--- config.mk ---
export PLATFORM = sky130hd
export DESIGN_NAME = dsg_clock_gating
export DESIGN_NICKNAME = d
export VERILOG_FILES = /design/src/dsg_pkg.sv /design/src/dsg_clock_gating.sv /design/src/dsg_gate_reg.sv
export SDC_FILE = /design/constraint.sdc
export NUM_CORES = 1
export LEC_CHECK = 0
export ABC_AREA = 0
export BUFFER_PORTS_ARGS = -buffer_cell sky130_fd_sc_hd__buf_2
export CORE_MARGIN = 3
export CORE_UTILIZATION = 55
export DETAILED_ROUTE_END_ITERATION = 8
export PLACE_DENSITY_LB_ADDON = 0.25
export SYNTH_ARGS = -nofsm -noshare
export SYNTH_HDL_FRONTEND = slang
export SYNTH_HIERARCHICAL = 1
export SYNTH_SLANG_ARGS = --single-unit
--- constraint.sdc ---
create_clock -name clk_i -period 2.54 [get_ports clk_i]
set_input_delay 0.127 -clock clk_i [delete_from_list [all_inputs] [get_ports clk_i]]
set_output_delay 0.127 -clock clk_i [all_outputs]
set_load 0.02 [all_outputs]
--- src/dsg_pkg.sv ---
// Shared constants and types of the deep-sleep clock gating block.
package dsg_pkg;

    // Base of the system control space; only the upper address bits are compared.
    localparam logic [31:0] DSG_BASE_ADDR = 32'h400F_E000;
    localparam int unsigned DSG_OFF_W = 12;

    // Register offsets inside the system control space.
    localparam logic [11:0] DSG_CFG_OFF = 12'h060;
    localparam logic [11:0] DSG_RUN_OFF = 12'h108;
    localparam logic [11:0] DSG_SLEEP_OFF = 12'h118;
    localparam logic [11:0] DSG_DEEP_OFF = 12'h128;
    localparam logic [11:0] DSG_STAT_OFF = 12'h200;
    localparam logic [11:0] DSG_MASK_OFF = 12'h204;

    // Gating register layout: writable bits and reset value.
    localparam logic [31:0] DSG_GATE_WMASK = 32'h5000_007F;
    localparam logic [31:0] DSG_GATE_RESET = 32'h0000_0000;
    localparam int unsigned DSG_PHY_BIT = 30;
    localparam int unsigned DSG_MAC_BIT = 28;
    localparam int unsigned DSG_PORT_LSB = 0;
    localparam int unsigned DSG_PORT_N = 7;

    // Run-mode clock configuration: only the automatic gating select bit is held here.
    localparam int unsigned DSG_AUTO_BIT = 27;
    localparam logic [31:0] DSG_CFG_WMASK = 32'h0800_0000;
    localparam logic [31:0] DSG_CFG_RESET = 32'h0000_0000;

    // Interrupt status and mask layout.
    localparam int unsigned DSG_IRQ_FAULT_BIT = 0;
    localparam int unsigned DSG_IRQ_DEEP_BIT = 1;
    localparam logic [1:0] DSG_IRQ_RESET = 2'h0;

    // Power mode that the core is currently in.
    typedef enum logic [1:0] {
        DSG_MODE_RUN,
        DSG_MODE_SLEEP,
        DSG_MODE_DEEP
    } dsg_mode_type;

endpackage

--- src/dsg_clock_gating.sv ---
`timescale 1ns/10ps
module dsg_clock_gating
    import dsg_pkg::*;
(
    // Clock and reset.
    input wire logic clk_i,
    input wire logic rst_i,
    // Wishbone classic slave.
    input wire logic wb_cyc_i,
    input wire logic wb_stb_i,
    input wire logic wb_we_i,
    input wire logic [31:0] wb_adr_i,
    input wire logic [3:0] wb_sel_i,
    input wire logic [31:0] wb_dat_i,
    output logic [31:0] wb_dat_o,
    output logic wb_ack_o,
    output logic wb_err_o,
    // Power mode from the core, same clock.
    input wire logic sleep_i,
    input wire logic deep_sleep_i,
    // Access strobes toward each controlled unit, same clock.
    input wire logic phy_access_i,
    input wire logic mac_access_i,
    input wire logic [DSG_PORT_N-1:0] port_access_i,
    // Clock enables of the controlled units.
    output logic phy_clock_enable_o,
    output logic mac_clock_enable_o,
    output logic [DSG_PORT_N-1:0] port_clock_enable_o,
    // Bus fault pulse and interrupt.
    output logic unit_fault_o,
    output logic irq_o
);

    // Whole state of the block outside the three gating registers.
    typedef struct packed {
        logic ack;
        logic err;
        logic [31:0] rdata;
        logic [31:0] cfg;
        logic [1:0] stat;
        logic [1:0] mask;
        dsg_mode_type mode;
        logic phy_en;
        logic mac_en;
        logic [DSG_PORT_N-1:0] port_en;
        logic fault;
    } dsg_state_type;

    dsg_state_type s_q; // Registered state.
    dsg_state_type s_d; // Next state.

    logic req; // A bus cycle is being presented.
    logic in_space; // Address lies in the system control space.
    logic [11:0] offset; // Offset inside that space.
    logic mapped; // Offset names a register of this block.
    logic commit; // Write takes effect at this edge.
    logic [31:0] lane_mask; // Bits covered by the selected byte lanes.
    logic we_run; // Write strobe of the run-mode gating register.
    logic we_sleep; // Write strobe of the sleep-mode gating register.
    logic we_deep; // Write strobe of the deep-sleep gating register.
    logic [31:0] run_q; // Run-mode gating register.
    logic [31:0] sleep_q; // Sleep-mode gating register.
    logic [31:0] deep_q; // Deep-sleep gating register.
    logic [31:0] gate_sel; // Gating word in force for the next cycle.
    logic [31:0] rd_val; // Read value for the addressed register.
    logic fault_now; // Some unit is accessed while unclocked.
    logic [1:0] events; // Interrupt events of this cycle.

    // Address decode; the low two address bits are ignored since every register is a word.
    always_comb
    begin
        req = wb_cyc_i & wb_stb_i;
        in_space = (wb_adr_i[31:DSG_OFF_W] == DSG_BASE_ADDR[31:DSG_OFF_W]);
        offset = {wb_adr_i[11:2], 2'b00};
        mapped = 1'b0;
        if (in_space)
        begin
            case (offset)
                DSG_CFG_OFF, DSG_RUN_OFF, DSG_SLEEP_OFF, DSG_DEEP_OFF, DSG_STAT_OFF, DSG_MASK_OFF:
                begin
                    mapped = 1'b1;
                end
                default:
                begin
                    mapped = 1'b0;
                end
            endcase
        end
    end

    // A write is applied only at the edge on which ack is already high, so the
    // master sees it take effect exactly when it samples the answer.
    always_comb
    begin
        commit = s_q.ack & req & wb_we_i;
        lane_mask = {{8{wb_sel_i[3]}}, {8{wb_sel_i[2]}}, {8{wb_sel_i[1]}}, {8{wb_sel_i[0]}}};
        we_run = commit & (offset == DSG_RUN_OFF);
        we_sleep = commit & (offset == DSG_SLEEP_OFF);
        we_deep = commit & (offset == DSG_DEEP_OFF);
    end

    // The three gating registers are kept apart, one per power mode.
    dsg_gate_reg #(
        .WMASK(DSG_GATE_WMASK),
        .RESET(DSG_GATE_RESET)
    ) u_run_clock_gate_2 (
        .clk_i(clk_i),
        .rst_i(rst_i),
        .we_i(we_run),
        .sel_i(wb_sel_i),
        .wdat_i(wb_dat_i),
        .q_o(run_q)
    );

    dsg_gate_reg #(
        .WMASK(DSG_GATE_WMASK),
        .RESET(DSG_GATE_RESET)
    ) u_sleep_clock_gate_2 (
        .clk_i(clk_i),
        .rst_i(rst_i),
        .we_i(we_sleep),
        .sel_i(wb_sel_i),
        .wdat_i(wb_dat_i),
        .q_o(sleep_q)
    );

    dsg_gate_reg #(
        .WMASK(DSG_GATE_WMASK),
        .RESET(DSG_GATE_RESET)
    ) u_deep_sleep_clock_gate_2 (
        .clk_i(clk_i),
        .rst_i(rst_i),
        .we_i(we_deep),
        .sel_i(wb_sel_i),
        .wdat_i(wb_dat_i),
        .q_o(deep_q)
    );

    // Read multiplexer; unmapped offsets read zero but are answered with err.
    always_comb
    begin
        case (offset)
            DSG_CFG_OFF:
            begin
                rd_val = s_q.cfg;
            end
            DSG_RUN_OFF:
            begin
                rd_val = run_q;
            end
            DSG_SLEEP_OFF:
            begin
                rd_val = sleep_q;
            end
            DSG_DEEP_OFF:
            begin
                rd_val = deep_q;
            end
            DSG_STAT_OFF:
            begin
                rd_val = {30'h0000_0000, s_q.stat};
            end
            DSG_MASK_OFF:
            begin
                rd_val = {30'h0000_0000, s_q.mask};
            end
            default:
            begin
                rd_val = 32'h0000_0000;
            end
        endcase
    end

    // Pick the gating word for the mode; without automatic gating the run word always wins.
    always_comb
    begin
        gate_sel = run_q;
        if (s_q.cfg[DSG_AUTO_BIT])
        begin
            case (s_q.mode)
                DSG_MODE_SLEEP:
                begin
                    gate_sel = sleep_q;
                end
                DSG_MODE_DEEP:
                begin
                    gate_sel = deep_q;
                end
                default:
                begin
                    gate_sel = run_q;
                end
            endcase
        end
    end

    // A unit touched while its clock is off would hang the bus, so the access is faulted instead.
    always_comb
    begin
        fault_now = (phy_access_i & ~s_q.phy_en) | (mac_access_i & ~s_q.mac_en)
            | (|(port_access_i & ~s_q.port_en));
        events = 2'b00;
        events[DSG_IRQ_FAULT_BIT] = fault_now;
        events[DSG_IRQ_DEEP_BIT] = deep_sleep_i & (s_q.mode != DSG_MODE_DEEP);
    end

    // Next-state logic of the bus answer, configuration, interrupts and clock enables.
    always_comb
    begin
        s_d = s_q;
        // Answer one cycle after the request; ack is dropped right after it was given.
        s_d.ack = req & ~s_q.ack & ~s_q.err & mapped;
        s_d.err = req & ~s_q.ack & ~s_q.err & ~mapped;
        if (req & ~s_q.ack & ~s_q.err)
        begin
            s_d.rdata = rd_val;
        end
        if (commit & (offset == DSG_CFG_OFF))
        begin
            s_d.cfg = (s_q.cfg & ~(lane_mask & DSG_CFG_WMASK)) | (wb_dat_i & lane_mask & DSG_CFG_WMASK);
        end
        if (commit & (offset == DSG_MASK_OFF) & wb_sel_i[0])
        begin
            s_d.mask = wb_dat_i[1:0];
        end
        // Write one clears; an event in the same cycle sets, so it is never lost.
        if (commit & (offset == DSG_STAT_OFF) & wb_sel_i[0])
        begin
            s_d.stat = (s_q.stat & ~wb_dat_i[1:0]) | events;
        end
        else
        begin
            s_d.stat = s_q.stat | events;
        end
        // Deep sleep takes priority over plain sleep.
        if (deep_sleep_i)
        begin
            s_d.mode = DSG_MODE_DEEP;
        end
        else if (sleep_i)
        begin
            s_d.mode = DSG_MODE_SLEEP;
        end
        else
        begin
            s_d.mode = DSG_MODE_RUN;
        end
        s_d.phy_en = gate_sel[DSG_PHY_BIT];
        s_d.mac_en = gate_sel[DSG_MAC_BIT];
        s_d.port_en = gate_sel[DSG_PORT_LSB +: DSG_PORT_N];
        s_d.fault = fault_now;
    end

    // State register; reset leaves every unit unclocked.
    always_ff @(posedge clk_i)
    begin
        if (rst_i)
        begin
            s_q.ack <= 1'b0;
            s_q.err <= 1'b0;
            s_q.rdata <= 32'h0000_0000;
            s_q.cfg <= DSG_CFG_RESET;
            s_q.stat <= DSG_IRQ_RESET;
            s_q.mask <= DSG_IRQ_RESET;
            s_q.mode <= DSG_MODE_RUN;
            s_q.phy_en <= 1'b0;
            s_q.mac_en <= 1'b0;
            s_q.port_en <= '0;
            s_q.fault <= 1'b0;
        end
        else
        begin
            s_q <= s_d;
        end
    end

    // Outputs; the enables are registered so that a gate never glitches.
    assign wb_ack_o = s_q.ack;
    assign wb_err_o = s_q.err;
    assign wb_dat_o = s_q.rdata;
    assign phy_clock_enable_o = s_q.phy_en;
    assign mac_clock_enable_o = s_q.mac_en;
    assign port_clock_enable_o = s_q.port_en;
    assign unit_fault_o = s_q.fault;
    assign irq_o = |(s_q.stat & s_q.mask);
endmodule

--- src/dsg_gate_reg.sv ---
`timescale 1ns/10ps
// One 32-bit software register with byte lanes; bits outside the write mask hold zero.
module dsg_gate_reg
    import dsg_pkg::*;
#(
    parameter logic [31:0] WMASK = DSG_GATE_WMASK,
    parameter logic [31:0] RESET = DSG_GATE_RESET
)
(
    // Clock and reset.
    input wire logic clk_i,
    input wire logic rst_i,
    // Write strobe with byte lanes and data.
    input wire logic we_i,
    input wire logic [3:0] sel_i,
    input wire logic [31:0] wdat_i,
    // Stored value.
    output logic [31:0] q_o
);

    // Whole state of this register.
    typedef struct packed {
        logic [31:0] value;
    } dsg_reg_state_type;

    dsg_reg_state_type s_q; // Registered state.
    dsg_reg_state_type s_d; // Next state.
    logic [31:0] lane_mask; // Writable bits covered by the selected byte lanes.

    // Only masked bits of selected lanes change; reserved bits never leave zero.
    always_comb
    begin
        s_d = s_q;
        lane_mask = {{8{sel_i[3]}}, {8{sel_i[2]}}, {8{sel_i[1]}}, {8{sel_i[0]}}} & WMASK;
        if (we_i)
        begin
            s_d.value = (s_q.value & ~lane_mask) | (wdat_i & lane_mask);
        end
    end

    // Synchronous reset loads the documented reset value.
    always_ff @(posedge clk_i)
    begin
        if (rst_i)
        begin
            s_q.value <= RESET;
        end
        else
        begin
            s_q <= s_d;
        end
    end

    assign q_o = s_q.value;

endmodule

---- Yosys cells after proc, flatten, opt, wreduce, memory -nomap -nowiden ----
Index checks and enable logic that the tools add are counted.
storage, ports and cells
  bits in registers ....................... 178
  input port bits ......................... 84
  output and inout bits ................... 45
operators by class
  equality and inequality tests ........... 10
  multiplexer cells ....................... 8
  bitwise operators ....................... 44
  reductions and logical operators ........ 4
operators by type and width
  cell                                                                     number
  32-bit one-hot mux with 6 select lines                                   1
  32-bit bitwise AND                                                       4
  32-bit bitwise OR                                                        3
  31-bit one-hot mux with 2 select lines                                   1
  32-bit by 31-bit bitwise AND with 32-bit output                          1
  28-bit NOT with 32-bit output                                            1
  31-bit NOT with 32-bit output                                            1
  32-bit by 28-bit bitwise OR with 32-bit output                           1
  31-bit 2-to-1 mux                                                        1
  10-bit by 7-bit equality test with 1-bit output, second input constant   3
  28-bit bitwise AND                                                       1
  10-bit by 8-bit equality test with 1-bit output, second input constant   2
  20-bit by 19-bit equality test with 1-bit output, second input constant  1
  1-bit bitwise AND                                                        18
  10-bit by 5-bit equality test with 1-bit output, second input constant   1
  7-bit bitwise AND                                                        1
  7-bit NOT                                                                1
  7-bit OR reduction                                                       1
  6-bit OR reduction                                                       1
  1-bit NOT                                                                5
  2-bit bitwise AND                                                        2
  2-bit 2-to-1 mux                                                         2
  2-bit bitwise OR                                                         2
  2-bit OR reduction                                                       2
  other kinds (6)                                                          9

---- Logic depth before layout (Yosys ltp) ----
Gate-level depths: netlist of run 1.
  depth in word-level cells ............... 6
  gate-level depth with buffers ........... 8
  depth with buffers taken out ............ 5

---- Modules after synthesis ----
The synthesis of run 1 kept the hierarchy.
by module, submodules not included
  module            instances  cells each  area an instance (um^2)
  dsg_clock_gating  1          356         3,089.2
  dsg_gate_reg      3          64          581.8

---- Worst setup path after synthesis of run 1 ----
OpenSTA, ideal clock, no wires.
  kind .................................... in2reg
  start ................................... in wb_adr_i[4]
  end ..................................... reg (tool-made name)
  library setup time ...................... 0.129 ns
  arrival ................................. 1.585 ns
  data required time ...................... 2.411 ns
  setup slack ............................. 0.826 ns
  stages on the path ...................... 8
  buffers on the path ..................... 4
  cell sequence ........................... buf_2 -> buf_1 -> inv_1 -> nor4_1 -> buf_6 -> buf_8 -> a21bo_1 -> a21oi_2
RTL lines
  what         line                    source
  from (decl)  dsg_clock_gating.sv:12  input wire logic [31:0] wb_adr_i,

---- Worst setup path after layout of run 1 ----
  start ................................... reg s_q (netlist bit wb_ack_o)
  end ..................................... reg s_q (netlist bit wb_dat_o[5])
between the ends
  longest elaborated chain between the ends .. 3
RTL lines
  what                            line                     source
  from (decl)                     dsg_clock_gating.sv:49   dsg_state_type s_q;
  1-bit NOT                       dsg_clock_gating.sv:214  if (req & ~s_q.ack & ~s_q.err)
  1-bit bitwise AND (2 in a row)  dsg_clock_gating.sv:214
No other way between the ends.
A chain may end at the register's enable or synchronous reset.

==> flow_metrics.tcl, run 1 <==
set metrics [dict create \
    status "finished, final reports clean" \
    multiInputGateArea_um2 2419 \
    dieArea_um2 9951 \
    hpwl_mm 6.942 \
    clk_latency_ps 350 \
    clock.fmax_ghz 0.6335 \
    area_delta_synth_final_pct 2.277 \
    p_int_mw 1.787 \
    finalSetupTns_ps 0 \
    grt_pass1_vias 3551 \
    post-route-min-period_ps 1579 \
    fp.dieH_um 99.76 \
    cp_max_fo 29 \
    firstDrtPassIters 4 \
    peakVddDrop_mv 0.3067 \
    initial_core_util 0.5768 \
    port_buffers 102 \
    cp.arrival_ps 1880 \
    place_ws_ps 657.4 \
    dpl-instance-area_um2 4746 \
    fill_cells 771 \
    hold_viol 0 \
    yosysWarnings 6 \
    grt_pass1_wl_mm 16.55 \
    setup_viol 0 \
    ff_latch_area_um2 1562 \
    path_class "reg2reg" \
    netSwitchingPower_mw 0.5909 \
    grt_usage 0.2048 \
    final_area_um2 4945 \
    async_reset_ff_frac 0 \
    cap_violations 0 \
    start_kind "flop" \
    syn_area_per_cell_um2 8.822 \
    synth_cells 548 \
    ys_ff_latch 78 \
    cts_tree "built" \
    h-tree-depth 3 \
    avgRoutedWirePerCell_um 14.30 \
    p_seq_frac 0.518 \
    power.share.clock 0.386 \
    via_per_inst 5.242 \
    gp_congestion 0.8593 \
    antenna_left 0 \
    cts.clk_slew.worst_paths_ps 80 \
    period_share 0.6215 \
    relSlewSlack 0.6533 \
    slew_violations 0 \
    worstMarginPinSlew_ps 515.2 \
    powerDensity_nw_per_um2 480.9 \
    p_comb_frac 0.096 \
    p_sw_frac 0.2485 \
    drtIter0Drc 222 \
    cts-root-buf "clkbuf_8" \
    cp-end-kind "flop" \
    drt_wl_total_mm 10.05 \
    fin_nets 680 \
    drive_gt1_frac 0.2926 \
    crit_required_ps 2840 \
    ys_seq_area_frac 0.3230 \
    rows 33 \
    vias 3685 \
    power_leakage_nw 2.166 \
    synthDistinctLibCells 52 \
    syn_area_um2 4835 \
    core_area_um2 8382 \
    fp.dieW_um 99.76 \
    cts_sinks 78 \
    fin_skew_ps 10.17 \
    cts_setup_buffers 0 \
    overflow 0 \
    numCtsBuffers 9 \
    max-clock-path-buffers 2 \
    setup_ws_ps 961.5 \
    ys.flop_type "dfxtp_1" \
    hp-class "in2reg" \
    insertedDiodeCount 0 \
    antenna_found_initial 0 \
    pin_count 129 \
    rsz0062_at_grt "no" \
    synth_edf_count 0 \
    grt_max_degree 38 \
    route.detailed.drc 0 \
]
## power by group through the flow
stage	sequential [mW]	combinational, mW	clock (mW)
2_1_floorplan	1.26	0.213	0
3_3_place_gp	1.26	0.216	0
3_5_place_dp	1.26	0.221	0
4_1_cts	1.23	0.222	0.939
5_1_grt	1.23	0.256	0.985
6_report	1.23	0.228	0.919
## final timing paths
kind / to / startpoint / cells past startpoint / slack, ps
max: wb_dat_o[5] / wb_ack_o / 4 / 960
min: s_q[10] / sleep_i / 2 / 40
max reg2reg: wb_dat_o[5] / wb_ack_o / 4 / 960
min reg2reg: wb_dat_o[27] / wb_dat_o[27] / 2 / 470
## metal layers
layer,vias up,global-route usage,part of all wire
li1,1860,-,-
met2,140,0.3345,0.47
met5,-,0,0
met4,0,0.07353,0.021
met3,15,0.05540,0.070
met1,1670,0.2591,0.44
## area by class of cell
class	instances	area share
tap	105	0.02657
inverter	13	0.009868
multi-input combinational	379	0.4891
sequential	78	0.3158
timing repair buffer	113	0.1204
clock inverter	4	0.009615
clock buffer	11	0.02859
## logic make-up after synthesis
| kind of cell | count (synthesis) | share of synthesized area |
|---|---|---|
| compound gates | 155 | 0.2394 |
| fa+ha+maj | 2 | 0.005175 |
| buf+inv | 157 | 0.2311 |
| flops | 78 | 0.3230 |
| mux | 34 | 0.07039 |
| other cells | 3 | 0.002329 |
| simple gates | 119 | 0.1286 |
## synthesized netlist by cell type, types with 5 or more instances
master,n,share of area
o21ai_0,31,0.032
mux2i_1,34,0.070
nor4_1,6,0.0078
dfxtp_1,78,0.32
nand4_1,7,0.0091
buf_4,109,0.17
a21oi_1,29,0.030
clkbuf_1,13,0.010
a22o_1,20,0.036
nand3_1,29,0.030
buf_1,6,0.0047
a22oi_1,11,0.017
nor2b_1,5,0.0065
buf_6,7,0.016
a21bo_2,24,0.050
nor2_1,13,0.010
a211oi_1,9,0.014
nand2_1,38,0.030
a22o_2,10,0.021
inv_1,13,0.010
## per-stage QoR
| step | instances | power, mW | hold slack (ps) | utilization |
|---|---|---|---|---|
| after global placement | 687 | 1.476 | 301.1 | 0.5662 |
| after floorplan | 614 | 1.474 | 203.1 | - |
| after global routing | 703 | 2.473 | 23.79 | 0.5899 |
| after detailed placement | 687 | 1.481 | 308.4 | 0.5662 |
| after CTS | 703 | 2.392 | 28.25 | 0.5899 |
| final | 703 | 2.378 | 39.90 | 0.5899 |
## cells in the final DEF, fill, tap and decap left out, types with 7 or more instances in the layout
cell,count
a22oi_1,11
buf_4,10
dfxtp_1,78
a22o_2,10
a22o_1,20
inv_1,13
buf_2,102
nand2_1,38
a211oi_1,9
nor2_1,13
o21ai_0,31
conb_1,69
mux2i_1,34
a21oi_1,29
nand4_1,7
nand3_1,29
a21bo_2,24
clkbuf_8,10
## critical path, cell delays in order, from the launching register on
cell	delay, ps
dfxtp_1	330
nand4bb_1	310
nor2_1	260
and2_4	420
a22o_2	200
## repair_timing
item,CTS,global route
endpoints found under the hold margin,1,0
hold buffers,1,0
gates resized for setup,0,0
Power figures use the tool's default switching activity.
==> inputs of run 2 (changes only) <==
--- a/config.mk
+++ b/config.mk
@@ -8,7 +8,7 @@
 export ABC_AREA = 0
 export BUFFER_PORTS_ARGS = -buffer_cell sky130_fd_sc_hd__buf_2
 export CORE_MARGIN = 3
-export CORE_UTILIZATION = 55
+export CORE_UTILIZATION = 49
 export DETAILED_ROUTE_END_ITERATION = 8
 export PLACE_DENSITY_LB_ADDON = 0.25
 export SYNTH_ARGS = -nofsm -noshare
==> constraint.sdc (replaced) <==
create_clock -name clk_i -period 1.4 [get_ports clk_i]
set_input_delay 0.07 -clock clk_i [delete_from_list [all_inputs] [get_ports clk_i]]
set_output_delay 0.07 -clock clk_i [all_outputs]
set_load 0.02 [all_outputs]
==> flow_metrics.tcl, run 2 (synthesized netlist as in run 1, its figures left out) <==
set metrics [dict create \
    hpwl_mm 7.925 \
    start_kind "flop" \
    hold_viol 0 \
    finalPower_mw 4.798 \
    drt_wl_total_mm 10.94 \
    final_common_cell "buf_2" \
    antenna_found_initial 0 \
    cp_cell_sequence "inv_2, a222oi_1, a31oi_4, a31o_2" \
    whs_ps 17.53 \
    holdPathStages 3 \
    grt_usage 0.1952 \
    route.detailed.drc 0 \
    numCtsBuffers 9 \
    gp_congestion 0.8102 \
    post-route-min-period_ps 1423 \
    drive_gt1_frac 0.3438 \
    r2r_slack_ps -20 \
    crit_required_ps 1640 \
    cts.clk_slew.worst_paths_ps 80 \
    violations "negative setup slack" \
    h-tree-depth 3 \
    max-clock-path-buffers 2 \
    period_share 1.017 \
    drtIter0Drc 247 \
    firstDrtPassIters 4 \
    slew_violations 0 \
    slowest_stage "a222oi_1" \
    rows 35 \
    grt_max_degree 43 \
    cp-end-kind "flop" \
    path_class "reg2reg" \
    via_per_inst 4.967 \
    area_delta_synth_final_pct 14.91 \
    setup_ws_ps -23.17 \
    cap_violations 0 \
    cts_sinks 78 \
    slowest_delay_ps 530 \
    place_inst 731 \
    fin_cells 763 \
    fp.dieW_um 105.3 \
    peakVddDrop_mv 0.5298 \
    power_leakage_nw 2.411 \
    grt_pass1_vias 3620 \
    powerDensity_nw_per_um2 863.7 \
    clk_latency_ps 350 \
    place_ws_ps -346.7 \
    rsz0062_at_grt "yes" \
    vias 3790 \
    final_cell_mix "buf_2 (102), dfxtp_1 (73), conb_1 (69), nand2_1 (38), mux2i_1 (34)" \
    fp.dieH_um 105.3 \
    dieArea_um2 11090 \
    antenna_left 0 \
    relSlewSlack 0.6261 \
    clock.fmax_ghz 0.7027 \
    cts_tree "built" \
    r2r_cells 4 \
    grt_pass1_wl_mm 17.67 \
    cts-root-buf "clkbuf_8" \
    worstMarginPinSlew_ps 560.9 \
    overflow 0 \
    initial_core_util 0.5135 \
    avgRoutedWirePerCell_um 14.34 \
    final_util 0.5900 \
    insertedDiodeCount 0 \
    fin_skew_ps 7.653 \
    hp-class "in2reg" \
    cp.arrival_ps 1660 \
    core_area_um2 9415 \
    status "complete, but fails checks" \
    cp_max_fo 2 \
    port_buffers 102 \
    fin_nets 715 \
    pin_count 129 \
    setup_viol 1 \
]
==> run 2: cell count changes in the layout (fill, tap and decap cells not counted), moves of 3 or more <==
cell / previous run / this run
buf_4: 10 / 25
dlygate4sd3_1: 1 / 13
buf_12: 0 / 6
dfxtp_1: 78 / 73
dfxtp_2: 0 / 5
a21oi_1: 29 / 26
a21oi_2: 3 / 6
==> run 2: repair_timing <==
| item | in CTS | in global routing |
|---|---|---|
| resized for setup | 9 | 12 |
| cloned | 0 | 1 |
| setup buffers | 0 | 2 |
| pin swaps | 3 | 6 |
| endpoints found under the hold margin | 12 | 0 |
| endpoints found under the setup margin | 2 | 34 |
| hold buffers | 13 | 0 |
==> run 2: area by class of cell <==
cell class                 instances  area (um^2)
inverter                          13        48.80
multi-input combinational        379         2545
tap                              129        161.4
sequential                        78         1568
fill                             819         3860
timing repair buffer             148        984.7
clock buffer                      11        141.4
clock inverter                     5        106.4
==> run 2: layer usage <==
| layer | GRT usage | part of all wire | up-vias | wire length [um] |
|---|---|---|---|---|
| li1 | - | - | 1929 | - |
| met1 | 0.2624 | 0.48 | 1755 | 5237 |
| met2 | 0.3160 | 0.47 | 90 | 5151 |
| met3 | 0.02817 | 0.035 | 16 | 378 |
| met4 | 0.07498 | 0.016 | 0 | 175 |
| met5 | 0 | 0 | - | 0 |
==> run 2: worst max-delay path, delay by kind of cell, from the launching register on <==
kind | cells | cell delay (ps)
compound gates | 3 | 940
flops | 1 | 340
buf+inv | 1 | 40
==> run 2: path summary, 6_finish.rpt <==
| kind | startpoint | to |
|---|---|---|
| worst max register to register | phy_clock_enable_o | s_q[14] |
| worst min-delay path | wb_adr_i[12] | wb_ack_o |
| worst max-delay path | phy_clock_enable_o | s_q[14] |
| worst min register to register | wb_dat_o[25] | wb_dat_o[25] |
==> run 2: per-stage QoR <==
step | instance area, um^2 | setup TNS (ps)
after CTS | 5460 | -26.84
after global placement | 5045 | -8622
after global routing | 5555 | -436.3
after detailed placement | 5045 | -9786
after floorplan | 5147 | -2687
final | 5555 | -23.17
==> run 2: report_power, final <==
group / internal (mW) / total (mW) / switching (mW)
clock: 1.24 / 2.06 / 0.826
sequential: 2.23 / 2.23 / 0.00725
combinational: 0.219 / 0.501 / 0.282
==> inputs of run 3 (changes only) <==
--- a/config.mk
+++ b/config.mk
@@ -10,7 +10,7 @@
 export CORE_MARGIN = 3
 export CORE_UTILIZATION = 49
 export DETAILED_ROUTE_END_ITERATION = 8
-export PLACE_DENSITY_LB_ADDON = 0.25
+export PLACE_DENSITY_LB_ADDON = 0.1
 export SYNTH_ARGS = -nofsm -noshare
 export SYNTH_HDL_FRONTEND = slang
 export SYNTH_HIERARCHICAL = 1
==> flow_metrics.tcl, run 3 (synthesized netlist as in run 1, its figures left out) <==
set metrics [dict create \
    status "complete, but fails checks" \
    violations "negative setup slack" \
    avgRoutedWirePerCell_um 14.38 \
    slowest_stage "dfxtp_2" \
    slowest_delay_ps 350 \
    cp_max_fo 9 \
    peakVddDrop_mv 0.5661 \
    cp_cell_sequence "nand4_1, buf_6, nor4_4, buf_6, clkbuf_16, a21bo_1, a21oi_2" \
    grt_max_degree 32 \
    met2_usage 0.3042 \
    cp.arrival_ps 1690 \
    fp.dieH_um 105.3 \
    cap_violations 0 \
    grt_pass1_vias 3452 \
    power_leakage_nw 2.433 \
    drt_wl_total_mm 11.12 \
    fin_skew_ps 8.166 \
    grt_usage 0.1939 \
    cts_tree "built" \
    fin_nets 726 \
    initial_core_util 0.5135 \
    finalSetupTns_ps -274.9 \
    rsz0062_at_grt "yes" \
    slew_violations 0 \
    cts_sinks 78 \
    vias 3869 \
    met3_usage 0.03429 \
    dieArea_um2 11090 \
    pin_count 129 \
    grt_pass1_wl_mm 17.55 \
    hpwl_mm 8.042 \
    antenna_found_initial 0 \
    overflow 0 \
    fp.dieW_um 105.3 \
    route.detailed.drc 0 \
    antenna_left 0 \
    cts-root-buf "clkbuf_8" \
    hp-class "in2reg" \
    path_common_cell "buf_6" \
    drtIter0Drc 213 \
    clock.fmax_ghz 0.6871 \
    path_class "reg2reg" \
    use_met1 0.2746 \
    insertedDiodeCount 0 \
    via_per_inst 5.005 \
    gp_congestion 0.8381 \
    period_share 1.040 \
    max-clock-path-buffers 2 \
    numCtsBuffers 9 \
    final_util 0.5967 \
    start_kind "flop" \
    setup_ws_ps -55.40 \
    hold_viol 0 \
    final_cell_mix "buf_2 (102), dfxtp_1 (73), conb_1 (69), nand2_1 (38), mux2i_1 (34)" \
    powerDensity_nw_per_um2 751.0 \
    clk_latency_ps 350 \
    post-route-min-period_ps 1455 \
    cts.clk_slew.worst_paths_ps 80 \
    rows 35 \
    port_buffers 102 \
    core_area_um2 9415 \
    drive_gt1_frac 0.3587 \
    setup_viol 13 \
    final_common_cell "buf_2" \
    firstDrtPassIters 5 \
    cp-end-kind "flop" \
    crit_required_ps 1630 \
    h-tree-depth 3 \
    area_delta_synth_final_pct 16.20 \
    top_usage_layer "met2" \
]
run 3: cell types whose count changed in the layout (fill, tap and decap cells not counted), sizes merged:
cell	before	now
clkinv	1	3
buf	134	142
inv	13	14
clkinvlp	1	2
clkbuf	12	13
bufinv	3	0
run 3: metal layers:
metal	vias to the layer above	routed length, um
met2	125	5160
met4	0	95
met1	1782	5214
li1	1955	-
met5	-	0
met3	7	644
run 3: per-stage QoR:
| stage | instance area [um^2] | power (mW) | std cells | setup WS [ps] | hold slack [ps] |
|---|---|---|---|---|---|
| after CTS | 5360 | 4.222 | 762 | -4.596 | 3.889 |
| after floorplan | 5147 | 2.686 | 614 | -169.7 | 146.1 |
| after global routing | 5618 | 4.410 | 773 | -103.0 | 10.88 |
| after detailed placement | 5050 | 2.728 | 735 | -308.2 | 280.8 |
| after global placement | 5050 | 2.723 | 735 | -316.4 | 274.7 |
| final | 5618 | 4.219 | 773 | -55.40 | 11.28 |
run 3: path summary, 6_finish.rpt:
| path | start | endpoint | slack, ps | depth (start not counted) |
|---|---|---|---|---|
| worst max-delay path | wb_ack_o | flop | -60 | 7 |
| worst min-delay path | wb_adr_i[21] | wb_ack_o | 10 | 4 |
| worst max register to register | wb_ack_o | flop | -60 | 7 |
| worst min register to register | wb_dat_o[16] | wb_dat_o[16] | 480 | 1 |
run 3: layout make-up:
cell class                 instances  area, um^2
sequential                        78        1568
fill                             876        3797
clock buffer                       9       123.9
timing repair buffer             159        1110
multi-input combinational        379        2567
inverter                          13       48.80
tap                              129       161.4
clock inverter                     6       38.79
run 3: worst max-delay path, delay by kind of cell, from the launching register on:
kind / cells / cell delay (ps)
AO/OA/AOI/OAI: 2 / 190
AND/OR/NAND/NOR: 2 / 330
buffers and inverters: 3 / 470
flip-flops: 1 / 350
run 3: repair_timing:
action	4_1_cts	5_1_grt
gates resized for setup	6	21
endpoints found under the setup margin	2	35
hold endpoints to repair	17	1
setup buffers	0	5
hold buffers	12	1
pin swaps	2	11
cloned	0	5
run 3: where the power goes:
part | total (mW) | switching, mW | internal (mW)
Sequential | 2.23 | 0.00758 | 2.23
Combinational | 0.500 | 0.289 | 0.211
Clock | 1.48 | 0.854 | 0.631
Total | 4.22 | 1.15 | 3.07
